**src/core/mag_readout_regs.vh**
```
// Register offsets, fields, reset values and timing for the magnetometer read-out block
`ifndef MAG_READOUT_REGS_VH
`define MAG_READOUT_REGS_VH

// ****************************************
// Register offsets
// ****************************************
`define ADDR_RATE_CTRL    8'h00
`define ADDR_MODE_REG     8'h02
`define ADDR_FIELD_X_HIGH 8'h03
`define ADDR_FIELD_X_LOW  8'h04
`define ADDR_FIELD_Z_HIGH 8'h05
`define ADDR_FIELD_Z_LOW  8'h06
`define ADDR_FIELD_Y_HIGH 8'h07
`define ADDR_FIELD_Y_LOW  8'h08
`define ADDR_FIELD_STATUS 8'h09
`define ADDR_IDENT_FIRST  8'h0a
`define ADDR_IDENT_SECOND 8'h0b
`define ADDR_IDENT_THIRD  8'h0c
`define ADDR_TEMP_HIGH    8'h31
`define ADDR_TEMP_LOW     8'h32

// ****************************************
// Fields and reset values
// ****************************************
`define RATE_LSB          2
`define RATE_MSB          4
`define RATE_RESET        3'h4
`define MODE_RESET        2'h3
`define MODE_CONTINUOUS   2'h0
`define MODE_SINGLE       2'h1
`define STATUS_LOCK_BIT   1
`define STATUS_READY_BIT  0

// ****************************************
// Identification bytes (values arbitrary)
// ****************************************
`define IDENT_FIRST_VAL   8'h5a
`define IDENT_SECOND_VAL  8'h3c
`define IDENT_THIRD_VAL   8'h66

// ****************************************
// Timing: 250 MHz clock, 4 ns period
// ****************************************
`define CLOCK_PERIOD_NS   4
`define TICK_US           1
`define TICK_CYCLES       (`TICK_US * 1000 / `CLOCK_PERIOD_NS)

`endif

```
**src/core/mag_readout.v**
```verilog
// Magnetometer read-out register block: mode, results, status, identity, temperature
`timescale 1ns/1ps
`include "mag_readout_regs.vh"
module mag_readout #(
    parameter TICK_CYCLES = `TICK_CYCLES
) (
    // Clock and reset
    input  wire        clock_i,
    input  wire        nrst_i,
    // Register port from the serial-bus front end
    input  wire [7:0]  reg_addr_i,
    input  wire        reg_wr_i,
    input  wire [7:0]  reg_wdata_i,
    input  wire        reg_rd_i,
    output reg  [7:0]  reg_rdata_o,
    // Conversion core
    input  wire [15:0] conv_x_i,
    input  wire [15:0] conv_y_i,
    input  wire [15:0] conv_z_i,
    input  wire [11:0] conv_temp_i,
    output wire        conv_start_o,
    output wire        conv_active_o,
    output wire [2:0]  rate_o,
    output wire        new_data_o
);

    // ****************************************
    // Decode helpers and sequencer states
    // ****************************************
    localparam [1:0] CONV_SLEEP  = 2'b00;
    localparam [1:0] CONV_CONT   = 2'b01;
    localparam [1:0] CONV_SINGLE = 2'b10;
    localparam [1:0] CONV_DONE   = 2'b11;

    function addr_hit;
        input [7:0] addr;
        input [7:0] target;
        begin
            addr_hit = (addr == target);
        end
    endfunction

    // Both sleep codes collapse to one state
    function [1:0] mode_state;
        input [1:0] mode;
        begin
            case (mode)
                `MODE_CONTINUOUS: mode_state = CONV_CONT;
                `MODE_SINGLE:     mode_state = CONV_SINGLE;
                default:          mode_state = CONV_SLEEP;
            endcase
        end
    endfunction

    // ****************************************
    // Control registers
    // ****************************************
    reg  [2:0]  rate_reg;
    reg  [2:0]  rate_next;
    reg  [1:0]  mode_reg;
    reg  [1:0]  mode_next;
    reg  [1:0]  state_reg;
    reg  [1:0]  state_next;

    wire        mode_wr = reg_wr_i && addr_hit(reg_addr_i, `ADDR_MODE_REG);
    // Sleep and a finished single conversion both stop the ticker
    wire        run     = (state_reg == CONV_CONT) || (state_reg == CONV_SINGLE);

    always @* begin
        rate_next = rate_reg;
        mode_next = mode_reg;
        if (reg_wr_i) begin
            // Only the two writable addresses decode; all others drop the write
            case (reg_addr_i)
                `ADDR_RATE_CTRL: rate_next = reg_wdata_i[`RATE_MSB:`RATE_LSB];
                `ADDR_MODE_REG:  mode_next = reg_wdata_i[1:0];
                default: ;
            endcase
        end
    end

    always @(posedge clock_i or negedge nrst_i) begin
        if (!nrst_i) begin
            rate_reg <= `RATE_RESET;
            mode_reg <= `MODE_RESET;
        end else begin
            rate_reg <= rate_next;
            mode_reg <= mode_next;
        end
    end

    // ****************************************
    // Conversion pacing
    // ****************************************
    wire tick;

    rate_ticker #(
        .TICK_CYCLES (TICK_CYCLES)
    ) u_ticker (
        .clock_i   (clock_i),
        .nrst_i    (nrst_i),
        .run_i     (run),
        .restart_i (mode_wr),
        .rate_i    (rate_reg),
        .tick_o    (tick)
    );

    // Single conversion ends on its first tick, which captures unless locked, then idles until rewritten
    always @* begin
        state_next = state_reg;
        if (mode_wr) begin
            state_next = mode_state(reg_wdata_i[1:0]);
        end else begin
            case (state_reg)
                CONV_SINGLE: begin
                    if (tick)
                        state_next = CONV_DONE;
                end
                CONV_CONT:   state_next = CONV_CONT;
                CONV_DONE:   state_next = CONV_DONE;
                default:     state_next = CONV_SLEEP;
            endcase
        end
    end

    // A mode write also restarts the period in the ticker
    always @(posedge clock_i or negedge nrst_i) begin
        if (!nrst_i)
            state_reg <= CONV_SLEEP;
        else
            state_reg <= state_next;
    end

    // ****************************************
    // Result capture and status
    // ****************************************
    reg [15:0] x_reg;
    reg [15:0] y_reg;
    reg [15:0] z_reg;
    reg [11:0] temp_reg;
    reg        ready_reg;
    reg        ready_next;
    reg        lock_reg;
    reg        lock_next;

    wire rd_first = reg_rd_i && addr_hit(reg_addr_i, `ADDR_FIELD_X_HIGH);
    wire rd_last  = reg_rd_i && addr_hit(reg_addr_i, `ADDR_FIELD_Y_LOW);

    // Capture held off while locked so a multi-byte read stays coherent
    wire capture = tick && !lock_reg;

    always @(posedge clock_i or negedge nrst_i) begin
        if (!nrst_i) begin
            x_reg    <= 16'h0000;
            y_reg    <= 16'h0000;
            z_reg    <= 16'h0000;
            temp_reg <= 12'h000;
        end else if (capture) begin
            x_reg    <= conv_x_i;
            z_reg    <= conv_z_i;
            y_reg    <= conv_y_i;
            temp_reg <= conv_temp_i;
        end
    end

    // Set wins over clear on the same edge
    always @* begin
        ready_next = ready_reg;
        lock_next  = lock_reg;
        if (capture)
            ready_next = 1'b1;
        else if (rd_last)
            ready_next = 1'b0;
        if (rd_first && ready_reg)
            lock_next = 1'b1;
        else if (rd_last)
            lock_next = 1'b0;
    end

    always @(posedge clock_i or negedge nrst_i) begin
        if (!nrst_i) begin
            ready_reg <= 1'b0;
            lock_reg  <= 1'b0;
        end else begin
            ready_reg <= ready_next;
            lock_reg  <= lock_next;
        end
    end

    // ****************************************
    // Read mux
    // ****************************************
    reg [7:0] rdata_next;

    // Read data holds between reads so a slow front end can fetch it late
    always @* begin
        rdata_next = reg_rdata_o;
        if (reg_rd_i) begin
            case (reg_addr_i)
                `ADDR_RATE_CTRL:    rdata_next = {3'h0, rate_reg, 2'h0};
                `ADDR_MODE_REG:     rdata_next = {6'h00, mode_reg};
                `ADDR_FIELD_X_HIGH: rdata_next = x_reg[15:8];
                `ADDR_FIELD_X_LOW:  rdata_next = x_reg[7:0];
                `ADDR_FIELD_Z_HIGH: rdata_next = z_reg[15:8];
                `ADDR_FIELD_Z_LOW:  rdata_next = z_reg[7:0];
                `ADDR_FIELD_Y_HIGH: rdata_next = y_reg[15:8];
                `ADDR_FIELD_Y_LOW:  rdata_next = y_reg[7:0];
                `ADDR_FIELD_STATUS: rdata_next = {6'h00, lock_reg, ready_reg};
                `ADDR_IDENT_FIRST:  rdata_next = `IDENT_FIRST_VAL;
                `ADDR_IDENT_SECOND: rdata_next = `IDENT_SECOND_VAL;
                `ADDR_IDENT_THIRD:  rdata_next = `IDENT_THIRD_VAL;
                `ADDR_TEMP_HIGH:    rdata_next = temp_reg[11:4];
                `ADDR_TEMP_LOW:     rdata_next = {temp_reg[3:0], 4'h0};
                default:            rdata_next = 8'h00;
            endcase
        end
    end

    always @(posedge clock_i or negedge nrst_i) begin
        if (!nrst_i)
            reg_rdata_o <= 8'h00;
        else
            reg_rdata_o <= rdata_next;
    end

    assign conv_start_o  = capture;
    assign conv_active_o = run;
    assign rate_o        = rate_reg;
    assign new_data_o    = ready_reg;

endmodule // mag_readout

```
**src/core/rate_ticker.v**
```verilog
// Conversion-rate divider: one-cycle pulse per conversion period
`timescale 1ns/1ps
`include "mag_readout_regs.vh"
module rate_ticker #(
    parameter TICK_CYCLES = `TICK_CYCLES
) (
    // Clock and reset
    input  wire        clock_i,
    input  wire        nrst_i,
    // Control
    input  wire        run_i,
    input  wire        restart_i,
    input  wire [2:0]  rate_i,
    // Pulse out
    output wire        tick_o
);

    // ****************************************
    // Period in microsecond ticks per rate code
    // ****************************************
    function [31:0] period_us;
        input [2:0] code;
        begin
            case (code)
                3'h0: period_us = 32'd1333333;
                3'h1: period_us = 32'd666667;
                3'h2: period_us = 32'd333333;
                3'h3: period_us = 32'd133333;
                3'h4: period_us = 32'd66667;
                3'h5: period_us = 32'd33333;
                3'h6: period_us = 32'd13333;
                default: period_us = 32'd4545;
            endcase
        end
    endfunction

    reg [15:0] pre_reg;
    reg [31:0] us_reg;
    wire       us_tick = (pre_reg == TICK_CYCLES - 1);

    always @(posedge clock_i or negedge nrst_i) begin
        if (!nrst_i) begin
            pre_reg <= 16'h0000;
            us_reg  <= 32'h00000000;
        end else if (!run_i || restart_i) begin
            pre_reg <= 16'h0000;
            us_reg  <= 32'h00000000;
        end else if (us_tick) begin
            pre_reg <= 16'h0000;
            // Counter restarts at zero on >= so a change to a faster code never wraps
            if (us_reg >= period_us(rate_i) - 32'd1)
                us_reg <= 32'h00000000;
            else
                us_reg <= us_reg + 32'd1;
        end else begin
            pre_reg <= pre_reg + 16'h0001;
        end
    end

    assign tick_o = run_i && !restart_i && us_tick && (us_reg >= period_us(rate_i) - 32'd1);

endmodule // rate_ticker

```
**config.mk**
```make
export PLATFORM = sky130hd
export DESIGN_NAME = mag_readout
export DESIGN_NICKNAME = d
export VERILOG_FILES = /design/src/core/mag_readout.v /design/src/core/rate_ticker.v
export VERILOG_INCLUDE_DIRS = /design/src /design/src/core
export SDC_FILE = /design/constraint.sdc
export NUM_CORES = 1
export LEC_CHECK = 0
export BUFFER_PORTS_ARGS = -buffer_cell sky130_fd_sc_hd__buf_2
export CAP_MARGIN = 20
export CORE_ASPECT_RATIO = 2
export CORE_MARGIN = 10
export CORE_UTILIZATION = 41
export DETAILED_ROUTE_END_ITERATION = 10
export GPL_TIMING_DRIVEN = 1
export SLEW_MARGIN = 20
export SYNTH_ARGS = -nofsm -noshare
export SYNTH_HDL_FRONTEND = slang
export SYNTH_HIERARCHICAL = 1
export SYNTH_SLANG_ARGS = --single-unit
export TNS_END_PERCENT = 1
```
**constraint.sdc**
```tcl
create_clock -name clock_i -period 5.5 [get_ports clock_i]
set_input_delay 0.275 -clock clock_i [delete_from_list [all_inputs] [get_ports clock_i]]
set_output_delay 0.275 -clock clock_i [all_outputs]
set_load 0.02 [all_outputs]
```
======== After elaboration in Yosys (flattened, before gate mapping) ========
Index checks and enable logic that the tools add are counted.
storage, ports and cells
  output and inout bits ................... 14
  flip-flop bits (word level) ............. 125
  word-level logic and storage cells ...... 80
  input bits .............................. 80
cells by class
  add/subtract/negate cells ............... 4
  $lt $le $gt $ge ......................... 2
  muxes and demuxes ....................... 16
  equality and inequality tests ........... 25
  reductions and logical operators ........ 21
operators with widths
  kind                     number
  $mux W32                 5
  $pmux W21 S7             1
  $pmux W8 S14             1
  $ge A32 B32 Y1           2
  $eq A8 B4 Y1 const B     5
  $add A32 B1 Y32 const B  1
  $eq A8 B3 Y1 const B     4
  $mux W16                 2
  $sub A32 B1 Y32 const B  1
  $sub A21 B1 Y22 const B  1
  $add A16 B1 Y16 const B  1
  $eq A16 B8 Y1 const B    1
  $eq A8 B2 Y1 const B     2
  $eq A8 B6 Y1 const B     2
  $eq A3 B3 Y1 const B     3
  $logic_and A1 B1 Y1      8
  $logic_not A8 Y1         1
  $eq A3 B2 Y1 const B     2
  $pmux W2 S3              1
  $reduce_bool A2 Y1       3
  $eq A2 B1 Y1 const B     2
  $eq A2 B2 Y1 const B     2
  $mux W2                  2
  $pmux W2 S2              1
  other kinds (8)          14

======== Depth between registers and ports, before layout ========
  depth in word-level cells ............... 10
  depth in mapped cells ................... 15
  mapped depth without buffers ............ 13

======== Cells and area by module ========
Netlist, hierarchy kept.
by module, submodules not included
  module       instances  sequential area each (µm²)  cells an instance  area an instance (µm²)
  mag_readout  1          1,930.6                     296                3,732.3
  rate_ticker  1          1,201.2                     343                3,035.4

======== Worst setup path after synthesis ========
Ideal clock, no wire load.
  path kind ............................... register -> register
  start ................................... reg rate_reg[2] (netlist: rate_o[2])
  end ..................................... reg z_reg[10]
  period minus slack after synthesis ...... 4.049 ns
  path buffers ............................ 4
  data required time ...................... 5.375 ns
  cell stages (with the launch flop) ...... 15
  data arrival time ....................... 3.924 ns
  setup time .............................. 0.125 ns
  path slack .............................. 1.451 ns
  cell sequence ........................... dfstp_2 > clkbuf_1 > inv_1 > or2_2 > o21a_1 > ha_1 > nand4_1 > a2111oi_2 > o31ai_4 > buf_2 > a21oi_1 > nor2b_1 > clkbuf_1 > clkbuf_1 > mux2_2
between the ends
  word-level cells in the longest chain between the ends .. 6
  elaborated cells on any way between the ends .. 12
  those cells by class .................... add/sub (1); order compare (1); eq/ne (6); mux (1); reduce/logical (3)
RTL lines
  what                                  RTL line           source
  start: declaration                    mag_readout.v:58   reg [2:0] rate_reg;
  start signal: assignment              mag_readout.v:84   rate_reg <= `RATE_RESET;
  start signal: assignment              mag_readout.v:87   rate_reg <= rate_next;
  $eq A3 B3 Y1 (tied with other cells)  rate_ticker.v:24   case (code)
  $pmux W21 S7 *                        rate_ticker.v:24
  $sub A21 B1 Y22 *                     rate_ticker.v:60   assign tick_o = run_i && !restart_i && us_tick && (us_reg >= period_us(rate_i) - 32'd1);
  $ge A32 B32 Y1 *                      rate_ticker.v:60
  $logic_and A1 B1 Y1 *                 rate_ticker.v:60
  via tick                              mag_readout.v:95   wire tick;
  $logic_and A1 B1 Y1 *                 mag_readout.v:150  wire capture = tick && !lock_reg;
  via conv_start_o                      mag_readout.v:21   output wire conv_start_o,
  end signal: assignment                mag_readout.v:160  z_reg <= conv_z_i;
  end: declaration                      mag_readout.v:139  reg [15:0] z_reg;
Mark *: on every way through the listed nets, which the timed path passes. The rest lies on a longest branch.
A chain may end at the register's enable or synchronous reset.

======== Worst setup path in the final report ========
  start ................................... reg rate_reg[2] (netlist: rate_o[2])
  end ..................................... out conv_start_o
between the ends
  word-level cells in the longest chain between the ends .. 6
  elaborated cells on any way between the ends .. 12
  those cells by class .................... add/sub (1); order compare (1); eq/ne (6); mux (1); reduce/logical (3)
RTL lines
  what                                  RTL line
  $eq A3 B3 Y1 (tied with other cells)  rate_ticker.v:24
  $pmux W21 S7 *                        rate_ticker.v:24
  $sub A21 B1 Y22 *                     rate_ticker.v:60
  $ge A32 B32 Y1 *                      rate_ticker.v:60
  $logic_and A1 B1 Y1 *                 rate_ticker.v:60
  via tick                              mag_readout.v:95
  $logic_and A1 B1 Y1 *                 mag_readout.v:150
  end: declaration                      mag_readout.v:21
Marks and branches as above.

==> summary.txt <==
Job
  • Number of max-cap violations: 0

Setup path
  • Crit path DAT: 4.03 ns
  • Slowest-stage cell, CP: nor2b_4
  • Req. time, crit path: 5.22 ns
  • Cell Chain, Critical Path: inv_1 -> or2_2 -> o21a_1 -> ha_1 -> nand4_1 -> a2111oi_2 -> o31ai_4 -> a21oi_1 -> nor2b_4 -> buf_2
  • CP Class: flip-flop to primary output
  • Critical Path Fanout Max: 33
  • Crit start category: flip-flop
  • Largest stage delay, worst path: 0.81 ns
  • Kind of end point of the critical path: primary output

Drt
  • Via count: 5332
  • Routed WL per cell: 19.6 um
  • Drc violations: 0
  • Post-route ant nets: 0
  • Drt via density: 5.68
  • Routed wire length: 18400 um
  • Detailed Route Iter0 Violations: 273
  • Drt pass-1 iters: 4

Finish
  • Max reg flops: 32
  • Highest-count cells in the layout ignoring fill and taps: dfrtp_1 (122), buf_2 (89), mux2_2 (71)
  • Syn-to-layout area delta: 17.6%
  • Diode count: 0
  • NumNets Final: between 800 and 900
  • Commonest non-fill, non-tap cell in the layout: dfrtp_1
  • Share of cells above drive strength 1: 30.5%
  • Multi-input combinational cell area: 3430 um2
  • Storage cell area: between 3000 and 4000 um2
  • Filler Cells Inserted: 1509

Synth
  • Mean area per synthesized cell: 10.6 um2
  • Syn Nets: 745
  • Area leader, netlist: dfrtp_1
  • Synthesized area: 6770 um2
  • Synth warn: 6
  • Yosys top cell area share: 45.1%
  • Fraction of registers with async set/reset: 100%
  • Synth Flop Type: dfrtp_1
  • Post-synth EDFFs: 0
  • Sequential cell area fraction in the yosys report: between 40% and 50%
  • Number of library cell types mapped by synthesis: 69
  • Largest cells by area after synthesis: dfrtp_1 (45%), mux2_2 (12%), ha_1 (4.8%)
  • Post-Synthesis Cells: approximately 640
  • Seq cells post-synth: 125

Global routing
  • Number of global-route vias before repair: 5620
  • GRT Total Usage: 16.3%
  • Met3 usage: 3.63%
  • Met1 Usage GRT: between 15 and 20%
  • First-pass GRT wire length: 29200 um
  • GR peak layer: met2
  • Largest net degree at the start of global routing: 73
  • Met2 global-route usage: 31.5%
  • Initial antenna violation count: 0
  • Total congestion overflow: 0

Worst hold path
  • Hold crit path type: input pin to asynchronous set/reset pin

Placed design
  • Port bufs: 90
  • Dpl ws: 1.27 ns
  • Gpl congestion: 0.937
  • Detailed Place HPWL: between 10000 and 15000 um

Timing
  • Setup violators final: 0
  • Worst setup margin: 1.20 ns
  • Max Clock Freq: about 230 MHz
  • Tmin final: around 4.3 ns
  • Final slew viol count: 0
  • Worst Tran Pin Value: 0.970 ns
  • Ratio of final minimum period to clock period: 78.3%
  • Final hold vios: 0
  • Setup tns final: 0 ns
  • Final Skew: 0.00900 ns
  • Rel. slew slack: a little over a third
  • RSZ-0062 raised after global routing: no

Floorplanning
  • Initial Utilization: 41.6%
  • Core Region: ~16000 um2
  • Die area: 22400 um2
  • Chip Height: 202 um
  • Rows: 66
  • Die X: around 110 um
  • Num ports: 94

Clocking
  • Root Buffer: clkbuf_16
  • CTS H-tree depth: 4
  • Post-CTS setup repair buffer count: 0
  • Clock sinks: 125
  • Post-cts resize count: 0
  • TritonCTS buffer count: 17
  • CTS tree: yes
  • Worst-path clk slew: 0.05 ns
  • Cts hold-fix bufs: 0
  • Clk_lat worst skew: 0.42 ns
  • Worst-case clock buffer depth: 2

Power
  • P_leak: 3.79 nW
  • Pwr per Cell Area: 292 nW/um2
  • Worst VDD drop: 0.171 mV

Status
  • Outcome: complete, no violations
==> synth_stat cells (3+ instances only) <==
cell type,n
dfrtp_1,122
nor4_2,3
a21oi_1,19
o211ai_1,4
nor2_1,45
a21o_1,4
nor3_1,4
a221oi_1,4
a22o_1,4
nand2_1,49
nand3_1,51
o22ai_1,3
mux2_2,71
a31oi_1,10
mux2i_1,4
inv_1,14
ha_1,26
buf_2,5
a22oi_1,5
o211ai_2,3
nand2b_1,11
and4_1,3
a32oi_1,3
nor2b_1,7
o21ai_0,21
and3_1,5
xor2_1,10
a32o_1,5
nand4_1,24
o21ai_1,4
nor4_1,6
xnor2_1,4
clkbuf_1,21
and2_1,11
buf_6,3
dfstp_2,3
or3_1,6
==> critical path, delay by kind of cell (launching register included) <==
| family | cells | cell delay [ns] |
|---|---|---|
| buf+inv | 2 | 0.45 |
| flops | 1 | 0.64 |
| fa+ha+maj | 1 | 0.29 |
| simple gates | 3 | 1.29 |
| compound gates | 4 | 0.92 |
==> area by class of cell <==
class / count / share of cell area (%)
timing repair buffer: 97 / 6.35
sequential: 125 / 39.4
clock inverter: 6 / 1.04
clock buffer: 26 / 6.27
multi-input combinational: 467 / 43.1
tap: 204 / 3.21
inverter: 14 / 0.660
==> through the flow <==
stage	power [mW]	cell area (um2)	util, %	instances	hold slack [ns]
after floorplan	1.13	6770	-	639	-0.0206
after global placement	1.22	7380	45.3	907	0.469
after detailed placement	1.23	7380	45.3	907	0.475
after CTS	2.35	7960	48.9	939	0.0545
after global routing	2.42	7960	48.9	939	0.0773
final	2.32	7960	48.9	939	0.0138
==> kinds of logic (layout without fill, tap and decap cells) <==
logic type      after synthesis  after routing  synth area share (%)
buf+inv                      47            143                  3.14
compound gates              104            104                  11.0
simple gates                246            246                  19.9
fa+ha+maj                    26             26                  4.81
xor+xnor                     14             14                  1.81
flops                       125            125                  46.3
mux                          77             77                  13.1
==> routing by layer <==
layer,vias to the layer above,wire [um]
li1,2522,-
met1,2660,6560
met2,117,10500
met3,33,642
met4,0,664
met5,-,0
==> power breakdown <==
group / internal (mW) / total, mW / switching (mW)
combinational: 0.0838 / 0.227 / 0.143
clock: 0.713 / 1.11 / 0.395
sequential: 0.951 / 0.986 / 0.0350
==> final timing paths <==
| check | start | to | slack (ns) | cells after the start |
|---|---|---|---|---|
| min in group clock_i | conv_x_i[1] | x_reg[1] | 0.09 | 2 |
| worst min-delay path | nrst_i | z_reg[15] | 0.01 | 1 |
| worst max-delay path | rate_o[2] | conv_start_o | 1.20 | 10 |
| max in group asynchronous | nrst_i | u_ticker/us_reg[27] | 4.21 | 2 |
| worst min register to register | u_ticker/us_reg[23] | u_ticker/us_reg[23] | 0.49 | 1 |
| worst max register to register | rate_o[2] | z_reg[3] | 1.33 | 11 |
Note: power is estimated with default switching activity, not from simulation.
